--- src/core/timer_defs.svh ---
/*
  Offsets, field positions, reset values and timing counts of the timer
  control block. Assumes inclusion by bare name from the package and modules.
*/
`ifndef TIMER_DEFS_SVH
`define TIMER_DEFS_SVH

// register offsets on the special function register bus
`define OFS_TIMER_CONTROL_STATUS 8'h88
`define OFS_TIMER_MODE_CONFIG 8'h89
`define OFS_COUNTER_A_LOW_BYTE 8'h8a
`define OFS_COUNTER_B_LOW_BYTE 8'h8b
`define OFS_COUNTER_A_HIGH_BYTE 8'h8c
`define OFS_COUNTER_B_HIGH_BYTE 8'h8d
`define OFS_CAPTURE_COMPARE_ENABLE 8'hc1
`define OFS_COUNTER_C_CONTROL 8'hc8
`define OFS_COUNTER_C_LOW_BYTE 8'hcc
`define OFS_COUNTER_C_HIGH_BYTE 8'hcd
`define OFS_CAPTURE_ONE_LOW_BYTE 8'hc2
`define OFS_CAPTURE_TWO_LOW_BYTE 8'hc4
`define OFS_CAPTURE_THREE_LOW_BYTE 8'hc6
`define OFS_RELOAD_COMPARE_LOW_BYTE 8'hca

// control/status field positions
`define BIT_B_OVERFLOW 7
`define BIT_B_RUN 6
`define BIT_A_OVERFLOW 5
`define BIT_A_RUN 4
`define BIT_EXT_B_FLAG 3
`define BIT_EXT_B_TYPE 2
`define BIT_EXT_A_FLAG 1
`define BIT_EXT_A_TYPE 0

// mode config field positions
`define BIT_B_GATING 7
`define BIT_B_EVENT 6
`define FLD_B_WIDTH 5:4
`define BIT_A_GATING 3
`define BIT_A_EVENT 2
`define FLD_A_WIDTH 1:0

// counter c control field positions
`define BIT_C_PRESCALE 7
`define BIT_IRQ_THREE_EDGE 6
`define BIT_IRQ_TWO_EDGE 5
`define FLD_C_RELOAD 4:3
`define BIT_C_COMPARE 2
`define FLD_C_INPUT 1:0

// capture enable fields
`define FLD_UNIT_THREE 7:6
`define FLD_UNIT_TWO 5:4
`define FLD_UNIT_ONE 3:2
`define FLD_RELOAD_UNIT 1:0
`define CAPTURE_ON_WRITE 2'h3
`define COMPARE_ON 2'h2

// reset values
`define RST_CONTROL_STATUS 8'h00
`define RST_MODE_CONFIG 8'h00
`define RST_CAPTURE_ENABLE 8'h00
`define RST_COUNTER_C_CONTROL 8'h00
`define RST_COUNT_BYTE 8'h00

// prescaler periods in clock cycles
`define PRESCALE_SHORT 12
`define PRESCALE_LONG 24

`endif

--- src/core/timer_pkg.sv ---
/*
  Types shared by the timer control block.
  Assumes timer_defs.svh is on the include path.
*/
package timer_pkg;
  `include "timer_defs.svh"

  typedef logic [7:0] byte_type;

  typedef enum logic [1:0] {
    width_13,
    width_16,
    width_auto_reload,
    width_split
  } width_mode_type;

  typedef enum logic [1:0] {
    c_stopped,
    c_prescaled,
    c_event,
    c_gated
  } c_input_type;
endpackage : timer_pkg

--- src/core/tick_if.sv ---
/*
  Prescaler enable pulses passed from the divider to the timer logic.
  Assumes a single clock domain.
*/
`timescale 1ns/1ps
interface tick_if;
  logic tick_short;
  logic tick_long;
  modport source (output tick_short, output tick_long);
  modport sink (input tick_short, input tick_long);
endinterface : tick_if

--- src/core/timer_sfr_block.sv ---
/*
  Timer control block: two classic timers, a third timer with prescaler,
  reload and capture triggers, and their special function registers.
  Assumes the core issues one-cycle read/write strobes on mclk and pulses
  the acknowledge inputs when it enters a service routine.
*/
`timescale 1ns/1ps
// Notes on behaviour
// - overflow of timer b sets bit 7, but when timer a is in split mode only a's high byte overflow does; of timer a sets bit 5.
// - each of timers a and b counts only while its run bit is set; in split mode the high byte of a counts on b's run bit.
// - detected external interrupt conditions set bits 3 and 1.
// - type bit 1 means falling edge trigger, 0 means low level.
// - flags clear on service entry; run and type bits never self-clear.
// - event select 1 counts pin events, 0 counts prescaled clock.
// - width 00 is 13-bit, 01 is 16-bit, 10 is 8-bit auto reload.
// - timer a width 11 splits it into two 8-bit counters.
// - timer b width 11 holds its count.
// - every 16-bit count is read and written as two live bytes.
// - timer c prescaler bit 0 gives clock/12, 1 gives clock/24.
// - bits 6 and 5 pick rising (1) or falling (0) edge.
// - reload field 0x disables, 10 reload mode 0, 11 reload mode 1.
// - compare bit picks compare mode 0 or 1.
// - input select 00 stop, 01 prescaled, 10 pin falls, 11 gated.
// - capture units with 11 capture timer c on low byte write.
// - reload unit 10 enables compare, 11 captures on low byte write.
// - reload mode 0 on overflow, mode 1 on trigger falling edge.
// - pin sampled every clock; increment the cycle after a fall.
// - gated mode counts only while the input is high.
// - 13-bit mode uses five low bits, upper three stay put.
module timer_sfr_block (
  input wire logic mclk,
  input wire logic rst,
  input wire logic [7:0] sfr_addr,
  input wire logic sfr_wr,
  input wire logic sfr_rd,
  input wire timer_pkg::byte_type sfr_wdata,
  output timer_pkg::byte_type sfr_rdata,
  output logic sfr_hit,
  input wire logic ack_counter_a_irq,
  input wire logic ack_counter_b_irq,
  input wire logic ack_ext_irq_a,
  input wire logic ack_ext_irq_b,
  input wire logic ext_irq_a_pin,
  input wire logic ext_irq_b_pin,
  input wire logic counter_a_event_pin,
  input wire logic counter_b_event_pin,
  input wire logic counter_c_external_input,
  input wire logic reload_trigger_signal,
  input wire logic [15:0] reload_value,
  output logic counter_a_overflow_flag,
  output logic counter_b_overflow_flag,
  output logic ext_irq_a_flag,
  output logic ext_irq_b_flag,
  output logic counter_c_overflow,
  output logic [15:0] counter_c_value,
  output logic [3:0] capture_strobe,
  output logic [15:0] capture_value,
  output logic compare_enable,
  output logic counter_c_compare_select,
  output logic irq_three_edge_select,
  output logic irq_two_edge_select
);
  import timer_pkg::*;

  // register address match
  function automatic logic reg_hit(input logic [7:0] addr, input logic [7:0] ofs);
    reg_hit = (addr == ofs);
  endfunction : reg_hit

  // one count step: {overflow, high, low}
  function automatic logic [16:0] step_timer(input width_mode_type mode,
                                             input byte_type th, input byte_type tl,
                                             input logic inc);
    logic [13:0] s13;
    logic [16:0] s16;
    logic [8:0] s8;
    s13 = {1'b0, th, tl[4:0]} + 14'h0001;
    s16 = {1'b0, th, tl} + 17'h00001;
    s8 = {1'b0, tl} + 9'h001;
    step_timer = {1'b0, th, tl};
    if (inc) begin
      case (mode)
        width_13: step_timer = {s13[13], s13[12:5], tl[7:5], s13[4:0]};
        width_16: step_timer = s16;
        width_auto_reload: step_timer = {s8[8], th, s8[8] ? th : s8[7:0]};
        width_split: step_timer = {s8[8], th, s8[7:0]};
        default: step_timer = {1'b0, th, tl};
      endcase
    end
  endfunction : step_timer

  tick_if ticks ();

  prescale_divider #(.SHORT(`PRESCALE_SHORT)) u_divider (
    .mclk(mclk),
    .rst(rst),
    .ticks(ticks)
  );

  logic [5:0] pin_level;
  logic [5:0] pin_fall;

  pin_sync #(.WIDTH(6)) u_pins (
    .mclk(mclk),
    .rst(rst),
    .pin({reload_trigger_signal, counter_c_external_input, counter_b_event_pin,
          counter_a_event_pin, ext_irq_b_pin, ext_irq_a_pin}),
    .level(pin_level),
    .fall(pin_fall)
  );

  wire ext_a_level = pin_level[0];
  wire ext_b_level = pin_level[1];
  wire ext_a_fall = pin_fall[0];
  wire ext_b_fall = pin_fall[1];
  wire event_a_fall = pin_fall[2];
  wire event_b_fall = pin_fall[3];
  wire c_input_level = pin_level[4];
  wire c_input_fall = pin_fall[4];
  wire reload_trigger_fall = pin_fall[5];

  byte_type control_status_q;
  byte_type mode_config_q;
  byte_type capture_enable_q;
  byte_type c_control_q;
  byte_type a_low_q;
  byte_type a_high_q;
  byte_type b_low_q;
  byte_type b_high_q;
  logic [15:0] c_count_q;
  logic c_event_q;
  logic c_overflow_q;
  logic [3:0] capture_strobe_q;
  logic [15:0] capture_value_q;
  byte_type rdata_q;
  logic hit_q;

  // write strobes
  wire wr_cs = sfr_wr & reg_hit(sfr_addr, `OFS_TIMER_CONTROL_STATUS);
  wire wr_mode = sfr_wr & reg_hit(sfr_addr, `OFS_TIMER_MODE_CONFIG);
  wire wr_a_low = sfr_wr & reg_hit(sfr_addr, `OFS_COUNTER_A_LOW_BYTE);
  wire wr_a_high = sfr_wr & reg_hit(sfr_addr, `OFS_COUNTER_A_HIGH_BYTE);
  wire wr_b_low = sfr_wr & reg_hit(sfr_addr, `OFS_COUNTER_B_LOW_BYTE);
  wire wr_b_high = sfr_wr & reg_hit(sfr_addr, `OFS_COUNTER_B_HIGH_BYTE);
  wire wr_cen = sfr_wr & reg_hit(sfr_addr, `OFS_CAPTURE_COMPARE_ENABLE);
  wire wr_c_ctrl = sfr_wr & reg_hit(sfr_addr, `OFS_COUNTER_C_CONTROL);
  wire wr_c_low = sfr_wr & reg_hit(sfr_addr, `OFS_COUNTER_C_LOW_BYTE);
  wire wr_c_high = sfr_wr & reg_hit(sfr_addr, `OFS_COUNTER_C_HIGH_BYTE);
  wire wr_cap_one = sfr_wr & reg_hit(sfr_addr, `OFS_CAPTURE_ONE_LOW_BYTE);
  wire wr_cap_two = sfr_wr & reg_hit(sfr_addr, `OFS_CAPTURE_TWO_LOW_BYTE);
  wire wr_cap_three = sfr_wr & reg_hit(sfr_addr, `OFS_CAPTURE_THREE_LOW_BYTE);
  wire wr_cap_reload = sfr_wr & reg_hit(sfr_addr, `OFS_RELOAD_COMPARE_LOW_BYTE);

  // timer a and b controls
  wire a_run = control_status_q[`BIT_A_RUN];
  wire b_run = control_status_q[`BIT_B_RUN];
  wire a_gating = mode_config_q[`BIT_A_GATING];
  wire b_gating = mode_config_q[`BIT_B_GATING];
  wire a_event = mode_config_q[`BIT_A_EVENT];
  wire b_event = mode_config_q[`BIT_B_EVENT];
  wire [1:0] a_width_bits = mode_config_q[`FLD_A_WIDTH];
  wire [1:0] b_width_bits = mode_config_q[`FLD_B_WIDTH];
  width_mode_type a_width;
  width_mode_type b_width;
  assign a_width = width_mode_type'(a_width_bits);
  assign b_width = width_mode_type'(b_width_bits);
  wire a_split = (a_width == width_split);

  wire a_enable = a_run & (~a_gating | ext_a_level);
  wire b_enable = b_run & (~b_gating | ext_b_level);
  wire a_source = a_event ? event_a_fall : ticks.tick_short;
  wire b_source = b_event ? event_b_fall : ticks.tick_short;
  wire a_inc = a_enable & a_source;
  wire b_inc = b_enable & b_source & (b_width != width_split);

  wire [16:0] a_next = step_timer(a_width, a_high_q, a_low_q, a_inc);
  wire [16:0] b_next = step_timer(b_width, b_high_q, b_low_q, b_inc);

  // split mode: high byte of a is a second 8-bit timer run by b's run bit
  wire a_high_inc = a_split & b_run & ticks.tick_short;
  wire [8:0] a_high_sum = {1'b0, a_high_q} + 9'h001;
  wire byte_type a_high_next = a_split ? (a_high_inc ? a_high_sum[7:0] : a_high_q)
                                       : a_next[15:8];

  wire a_overflow = a_next[16];
  wire b_overflow = a_split ? (a_high_inc & a_high_sum[8]) : b_next[16];

  // external interrupt conditions
  wire ext_a_type = control_status_q[`BIT_EXT_A_TYPE];
  wire ext_b_type = control_status_q[`BIT_EXT_B_TYPE];
  wire ext_a_cond = ext_a_type ? ext_a_fall : ~ext_a_level;
  wire ext_b_cond = ext_b_type ? ext_b_fall : ~ext_b_level;

  // control/status next value: write, then auto clear, then hardware set
  byte_type cs_written;
  byte_type cs_cleared;
  byte_type cs_next;
  assign cs_written = wr_cs ? sfr_wdata : control_status_q;
  assign cs_cleared = cs_written & ~{ack_counter_b_irq, 1'b0, ack_counter_a_irq, 1'b0,
                                     ack_ext_irq_b, 1'b0, ack_ext_irq_a, 1'b0};
  assign cs_next = cs_cleared | {b_overflow, 1'b0, a_overflow, 1'b0,
                                 ext_b_cond, 1'b0, ext_a_cond, 1'b0};

  // timer c controls
  wire c_prescale = c_control_q[`BIT_C_PRESCALE];
  wire [1:0] c_reload = c_control_q[`FLD_C_RELOAD];
  wire [1:0] c_input_bits = c_control_q[`FLD_C_INPUT];
  c_input_type c_input;
  assign c_input = c_input_type'(c_input_bits);
  wire c_tick = c_prescale ? ticks.tick_long : ticks.tick_short;

  logic c_inc;
  always_comb begin
    case (c_input)
      c_stopped: c_inc = 1'b0;
      c_prescaled: c_inc = c_tick;
      c_event: c_inc = c_event_q;
      c_gated: c_inc = c_tick & c_input_level;
      default: c_inc = 1'b0;
    endcase
  end

  wire [16:0] c_sum = {1'b0, c_count_q} + 17'h00001;
  wire c_wrap = c_inc & c_sum[16];
  wire reload_counter_a_width_select = (c_reload == 2'h2) & c_wrap;
  wire reload_counter_b_width_select = (c_reload == 2'h3) & reload_trigger_fall;
  wire c_reload_now = reload_counter_a_width_select | reload_counter_b_width_select;

  logic [15:0] c_count_d;
  always_comb begin
    c_count_d = c_count_q;
    if (c_reload_now) c_count_d = reload_value;
    else if (c_inc) c_count_d = c_sum[15:0];
    if (wr_c_low) c_count_d[7:0] = sfr_wdata;
    if (wr_c_high) c_count_d[15:8] = sfr_wdata;
  end

  // capture triggers: written low byte of an enabled unit
  wire [1:0] unit_one_capture_mode = capture_enable_q[`FLD_UNIT_ONE];
  wire [1:0] unit_two_capture_mode = capture_enable_q[`FLD_UNIT_TWO];
  wire [1:0] unit_three_capture_mode = capture_enable_q[`FLD_UNIT_THREE];
  wire [1:0] reload_unit_capture_mode = capture_enable_q[`FLD_RELOAD_UNIT];
  wire [3:0] capture_now = {
    wr_cap_three & (unit_three_capture_mode == `CAPTURE_ON_WRITE),
    wr_cap_two & (unit_two_capture_mode == `CAPTURE_ON_WRITE),
    wr_cap_one & (unit_one_capture_mode == `CAPTURE_ON_WRITE),
    wr_cap_reload & (reload_unit_capture_mode == `CAPTURE_ON_WRITE)
  };

  // register read mux
  wire hit_now = reg_hit(sfr_addr, `OFS_TIMER_CONTROL_STATUS)
               | reg_hit(sfr_addr, `OFS_TIMER_MODE_CONFIG)
               | reg_hit(sfr_addr, `OFS_COUNTER_A_LOW_BYTE)
               | reg_hit(sfr_addr, `OFS_COUNTER_A_HIGH_BYTE)
               | reg_hit(sfr_addr, `OFS_COUNTER_B_LOW_BYTE)
               | reg_hit(sfr_addr, `OFS_COUNTER_B_HIGH_BYTE)
               | reg_hit(sfr_addr, `OFS_CAPTURE_COMPARE_ENABLE)
               | reg_hit(sfr_addr, `OFS_COUNTER_C_CONTROL)
               | reg_hit(sfr_addr, `OFS_COUNTER_C_LOW_BYTE)
               | reg_hit(sfr_addr, `OFS_COUNTER_C_HIGH_BYTE);

  byte_type read_value;
  always_comb begin
    case (sfr_addr)
      `OFS_TIMER_CONTROL_STATUS: read_value = control_status_q;
      `OFS_TIMER_MODE_CONFIG: read_value = mode_config_q;
      `OFS_COUNTER_A_LOW_BYTE: read_value = a_low_q;
      `OFS_COUNTER_A_HIGH_BYTE: read_value = a_high_q;
      `OFS_COUNTER_B_LOW_BYTE: read_value = b_low_q;
      `OFS_COUNTER_B_HIGH_BYTE: read_value = b_high_q;
      `OFS_CAPTURE_COMPARE_ENABLE: read_value = capture_enable_q;
      `OFS_COUNTER_C_CONTROL: read_value = c_control_q;
      `OFS_COUNTER_C_LOW_BYTE: read_value = c_count_q[7:0];
      `OFS_COUNTER_C_HIGH_BYTE: read_value = c_count_q[15:8];
      default: read_value = 8'h00;
    endcase
  end

  // configuration registers
  always_ff @(posedge mclk) begin
    if (rst) begin
      control_status_q <= `RST_CONTROL_STATUS;
      mode_config_q <= `RST_MODE_CONFIG;
      capture_enable_q <= `RST_CAPTURE_ENABLE;
      c_control_q <= `RST_COUNTER_C_CONTROL;
    end else begin
      control_status_q <= cs_next;
      if (wr_mode) mode_config_q <= sfr_wdata;
      if (wr_cen) capture_enable_q <= sfr_wdata;
      if (wr_c_ctrl) c_control_q <= sfr_wdata;
    end
  end

  // timers a and b, software write wins over counting
  always_ff @(posedge mclk) begin
    if (rst) begin
      a_low_q <= `RST_COUNT_BYTE;
      a_high_q <= `RST_COUNT_BYTE;
      b_low_q <= `RST_COUNT_BYTE;
      b_high_q <= `RST_COUNT_BYTE;
    end else begin
      a_low_q <= wr_a_low ? sfr_wdata : a_next[7:0];
      a_high_q <= wr_a_high ? sfr_wdata : a_high_next;
      b_low_q <= wr_b_low ? sfr_wdata : b_next[7:0];
      b_high_q <= wr_b_high ? sfr_wdata : b_next[15:8];
    end
  end

  // timer c and its trigger outputs
  always_ff @(posedge mclk) begin
    if (rst) begin
      c_count_q <= {`RST_COUNT_BYTE, `RST_COUNT_BYTE};
      c_event_q <= 1'b0;
      c_overflow_q <= 1'b0;
      capture_strobe_q <= 4'h0;
      capture_value_q <= 16'h0000;
    end else begin
      c_count_q <= c_count_d;
      c_event_q <= c_input_fall;
      c_overflow_q <= c_wrap;
      capture_strobe_q <= capture_now;
      if (|capture_now) capture_value_q <= c_count_q;
    end
  end

  // register bus answer, one cycle after the read strobe
  always_ff @(posedge mclk) begin
    if (rst) begin
      rdata_q <= 8'h00;
      hit_q <= 1'b0;
    end else begin
      rdata_q <= sfr_rd ? read_value : 8'h00;
      hit_q <= (sfr_rd | sfr_wr) & hit_now;
    end
  end

  assign sfr_rdata = rdata_q;
  assign sfr_hit = hit_q;
  assign counter_a_overflow_flag = control_status_q[`BIT_A_OVERFLOW];
  assign counter_b_overflow_flag = control_status_q[`BIT_B_OVERFLOW];
  assign ext_irq_a_flag = control_status_q[`BIT_EXT_A_FLAG];
  assign ext_irq_b_flag = control_status_q[`BIT_EXT_B_FLAG];
  assign counter_c_overflow = c_overflow_q;
  assign counter_c_value = c_count_q;
  assign capture_strobe = capture_strobe_q;
  assign capture_value = capture_value_q;
  assign compare_enable = (reload_unit_capture_mode == `COMPARE_ON);
  assign counter_c_compare_select = c_control_q[`BIT_C_COMPARE];
  assign irq_three_edge_select = c_control_q[`BIT_IRQ_THREE_EDGE];
  assign irq_two_edge_select = c_control_q[`BIT_IRQ_TWO_EDGE];
endmodule : timer_sfr_block

--- src/core/prescale_divider.sv ---
/*
  Divides the clock into one-cycle enables every SHORT and every LONG cycles.
  Assumes LONG is twice SHORT and a synchronous active high reset.
*/
`timescale 1ns/1ps
module prescale_divider #(
  parameter int SHORT = `PRESCALE_SHORT
) (
  input wire logic mclk,
  input wire logic rst,
  tick_if.source ticks
);
  import timer_pkg::*;

  logic [4:0] count_q;
  logic half_q;
  wire wrap = (count_q == 5'(SHORT - 1));

  always_ff @(posedge mclk) begin
    if (rst) begin
      count_q <= 5'h00;
      half_q <= 1'b0;
    end else begin
      count_q <= wrap ? 5'h00 : count_q + 5'h01;
      if (wrap) half_q <= ~half_q;
    end
  end

  assign ticks.tick_short = wrap;
  assign ticks.tick_long = wrap & half_q;
endmodule : prescale_divider

--- src/core/pin_sync.sv ---
/*
  Two-flop synchronisers with falling-edge detect for external pins.
  Assumes pins are asynchronous to mclk.
*/
`timescale 1ns/1ps
module pin_sync #(
  parameter int WIDTH = 6
) (
  input wire logic mclk,
  input wire logic rst,
  input wire logic [WIDTH-1:0] pin,
  output logic [WIDTH-1:0] level,
  output logic [WIDTH-1:0] fall
);
  genvar i;
  generate
    for (i = 0; i < WIDTH; i++) begin : g_sync
      logic meta_q;
      logic sync_q;
      logic last_q;
      always_ff @(posedge mclk) begin
        if (rst) begin
          meta_q <= 1'b1;
          sync_q <= 1'b1;
          last_q <= 1'b1;
        end else begin
          meta_q <= pin[i];
          sync_q <= meta_q;
          last_q <= sync_q;
        end
      end
      assign level[i] = sync_q;
      assign fall[i] = last_q & ~sync_q;
    end
  endgenerate
endmodule : pin_sync

--- config.mk ---
export PLATFORM = sky130hd
export DESIGN_NAME = timer_sfr_block
export DESIGN_NICKNAME = d
export VERILOG_FILES = /design/src/core/timer_pkg.sv /design/src/core/tick_if.sv /design/src/core/timer_sfr_block.sv /design/src/core/prescale_divider.sv /design/src/core/pin_sync.sv
export VERILOG_INCLUDE_DIRS = /design/src /design/src/core
export SDC_FILE = /design/constraint.sdc
export NUM_CORES = 1
export LEC_CHECK = 0
export BUFFER_PORTS_ARGS = -buffer_cell sky130_fd_sc_hd__buf_2
export CAP_MARGIN = 25
export CELL_PAD_IN_SITES_DETAIL_PLACEMENT = 0
export CELL_PAD_IN_SITES_GLOBAL_PLACEMENT = 2
export CORE_UTILIZATION = 35
export DETAILED_ROUTE_END_ITERATION = 16
export PLACE_DENSITY = 0.85
export SLEW_MARGIN = 20
export SYNTH_ARGS = -nofsm -noshare
export SYNTH_HDL_FRONTEND = slang
export SYNTH_SLANG_ARGS = --single-unit
--- constraint.sdc ---
create_clock -name mclk -period 3.7 [get_ports mclk]
set_clock_uncertainty 0.1 [all_clocks]
set_input_delay 0.555 -clock mclk [delete_from_list [all_inputs] [get_ports mclk]]
set_output_delay 0.555 -clock mclk [all_outputs]
set_load 0.02 [all_outputs]
==> flow_metrics.tcl <==
set metrics [dict create \
    critPathKind "in -> reg" \
    stdcell_count 1235 \
    synth_top_area_share_pct 36.5 \
    wl_met3_um 1960 \
    cts_tree "done" \
    netlist_top_cells_area "dfxtp_1, mux2i_1, nor2_1" \
    final_util_pct 42.2 \
    synth_seq_cells 135 \
    place.gp.congestion 0.926 \
    status "complete, no violations" \
    drtAntennaViolNets 0 \
    io_pins 100 \
    wl_met2_um 11400 \
    tightestPinTransition_ns 1.01 \
    crit_arrival_ns 2.97 \
    drive_gt1_share_pct 19.3 \
    hold_start "ext_irq_b_pin" \
    path_clk_slew_ns 0.06 \
    power_uw 3360 \
    endpoint_kind "flop" \
    ir_worst_vdd_uv 377 \
    fin_crit_ns 2.78 \
    synthArstFlopShare_pct 0 \
    ys_seq_area_share_pct 36.5 \
    synth_nets 941 \
    nets 1002 \
    drv_cap 0 \
    timing.rr.end "counter_c_value[11]" \
    layout.area.seq_mm2 0.00270 \
    dr.pass1.iters 7 \
    holdBufCountCts 0 \
    period_share_pct 75.2 \
    critPathLaunch "sfr_addr[6]" \
    fillCellCount 2093 \
    r2r_cells 9 \
    die_width_um 147 \
    drcViolationCount 0 \
    grt_pass1_wl_um 39900 \
    dp_hpwl_um 18400 \
    grt_overflow_total 0 \
    highest_layer "met4" \
    vias_per_cell 5.76 \
    holdWs_ns 0.208 \
    max_freq_mhz 359 \
    min_path_cells 2 \
    grt_setup_unrepaired "no" \
    fp.coreArea_mm2 0.0205 \
    fin_setup_tns_ns 0 \
    relSlewSlack_pct 30.6 \
    netlist_instances 890 \
    routed_wl_um 26300 \
    yosys_warnings 0 \
    synthFlopType "dfxtp_1" \
    grt_pass1_vias 6455 \
    slew_violations 0 \
    syn_area_mm2 0.00739 \
    crit_end "counter_c_value[4]" \
    syn2layout_area_growth_pct 16.8 \
    fp.dieArea_mm2 0.0217 \
    yosysUniqueCellTypes 74 \
    hp-class "in -> reg" \
    clk_latency_ns 0.43 \
    synth_edf_count 0 \
    antenna_found_initial 0 \
    synth_most_common_cell "dfxtp_1" \
    multi_input_area_mm2 0.00434 \
    syn_avg_cell_area_um2 8.31 \
    r2r-start "u_divider.count_q[0]" \
    cts.sinks 135 \
    vias 7118 \
    htreeDepth 4 \
    die_h_um 147 \
    synth_common_cells "dfxtp_1, nor2_1, nand2_1, mux2i_1, clkbuf_1" \
    setup_viol 0 \
    grt_max_degree 76 \
    cellPowerDensity_mw_per_mm2 389 \
    clock_path_buffers 2 \
    placedCellCount 1202 \
    path_max_fanout 11 \
    rows 52 \
    grt_util_all_layers_pct 24.4 \
    wire_per_inst_um 21.3 \
    leakagePower_uw 0.00327 \
    met1_length_um 12500 \
    drt_iter0_drc 804 \
    clockRootBuffer "clkbuf_16" \
    start_util_pct 36.1 \
    cts_buffers 17 \
    synth_top_area_cell "dfxtp_1" \
    cp.required_ns 3.88 \
    final_hold_viol_count 0 \
    post-cts-setup-buffers 0 \
    ctsResizeCount 0 \
    cp-start-kind "input pin" \
    r2r_slack_ns 1.07 \
    portBuffers 99 \
]
==> power by group <==
part           internal, µW  leakage (µW)  switching (µW)
Sequential             1470       0.00109            9.75
Combinational          46.5       0.00189             106
Clock                  1010      0.000281             718
Total                  2520       0.00327             833
==> cell usage in the layout, fill, tap and decap left out, types with 4 or more instances in the layout <==
master / count
dfxtp_1: 135
buf_2: 98
nor2_1: 86
nand2_1: 78
mux2i_1: 54
nand3_1: 47
a21oi_1: 37
a22oi_1: 24
xnor2_1: 22
o22ai_1: 22
nor3_1: 21
xor2_1: 19
o21ai_0: 19
or2_2: 18
clkbuf_16: 17
buf_4: 16
inv_1: 15
nand4_1: 14
nand2b_1: 13
a31oi_1: 13
nor4_1: 12
and2_1: 12
a211oi_1: 11
mux2_2: 11
nor2b_1: 10
a222oi_1: 10
and3_1: 9
o211ai_1: 9
a221oi_1: 7
a311oi_1: 6
inv_6: 6
nor3b_1: 5
ha_1: 5
or3_1: 4
and4_1: 4
or2_1: 4
nand3b_1: 4
o221ai_1: 4
==> state kept, by name (all words and copies together), names as in the netlist <==
name                  cells
c_control_q               8
a_high_q                  8
sfr_hit                   1
u_divider.half_q          1
u_pins.g_sync.sync_q      6
b_low_q                   8
control_status_q          8
capture_strobe            4
sfr_rdata                 8
a_low_q                   8
u_pins.g_sync.meta_q      6
counter_c_value          16
mode_config_q             8
u_divider.count_q         5
counter_c_overflow        1
u_pins.g_sync.last_q      6
c_event_q                 1
capture_enable_q          8
b_high_q                  8
capture_value            16
==> worst min-delay path by stage <==
stage                              endpoint  slack (ns)
finish              u_pins.g_sync[1].meta_q        0.21
global route        u_pins.g_sync[0].meta_q        0.20
detailed placement  u_pins.g_sync[4].sync_q        0.29
global placement    u_pins.g_sync[0].sync_q        0.29
floorplan           u_pins.g_sync[0].sync_q        0.29
CTS                 u_pins.g_sync[0].meta_q        0.19
==> worst max-delay path, stage by stage <==
cell       delay, ns
buf_2           0.20
nand4bb_1       0.42
nor2_1          0.78
and2_1          0.45
nor2_1          0.22
a22oi_1         0.23
o22ai_1         0.10
==> routing by layer <==
layer / vias up / global-route usage [%]
met4: 0 / 6.49
met3: 28 / 4.66
li1: 3392 / -
met5: - / 0
met2: 286 / 35.7
met1: 3412 / 36.2
==> area by class of cell <==
| cell class | count | share of cell area (%) |
|---|---|---|
| well taps | 270 | 3.91 |
| repair buffers | 114 | 7.07 |
| clock buffers | 18 | 4.97 |
| clock inverters | 14 | 1.90 |
| flip-flops and latches | 135 | 31.3 |
| inverters | 15 | 0.652 |
| diodes | 1 | 0.0290 |
| multi-input cells | 668 | 50.2 |
==> cell families (layout without fill, tap and decap cells) <==
group           Yosys count  count (layout)  share of synthesized area, %
fa+ha+maj                 5               5                         0.846
mux                      66              66                          9.34
other cells               0               1                             0
compound gates          198             198                          18.7
flops                   135             135                          36.5
xor+xnor                 41              41                          4.86
buf+inv                  87             161                          4.81
simple gates            358             358                          24.9
==> stage by stage <==
step	setup WS, ns	area [µm²]
finish	0.917	8640
CTS	1.04	8640
global route	0.718	8640
global placement	0.677	8040
detailed placement	0.633	8040
floorplan	1.38	7390
No activity file was read; power rests on OpenSTA's default activity.
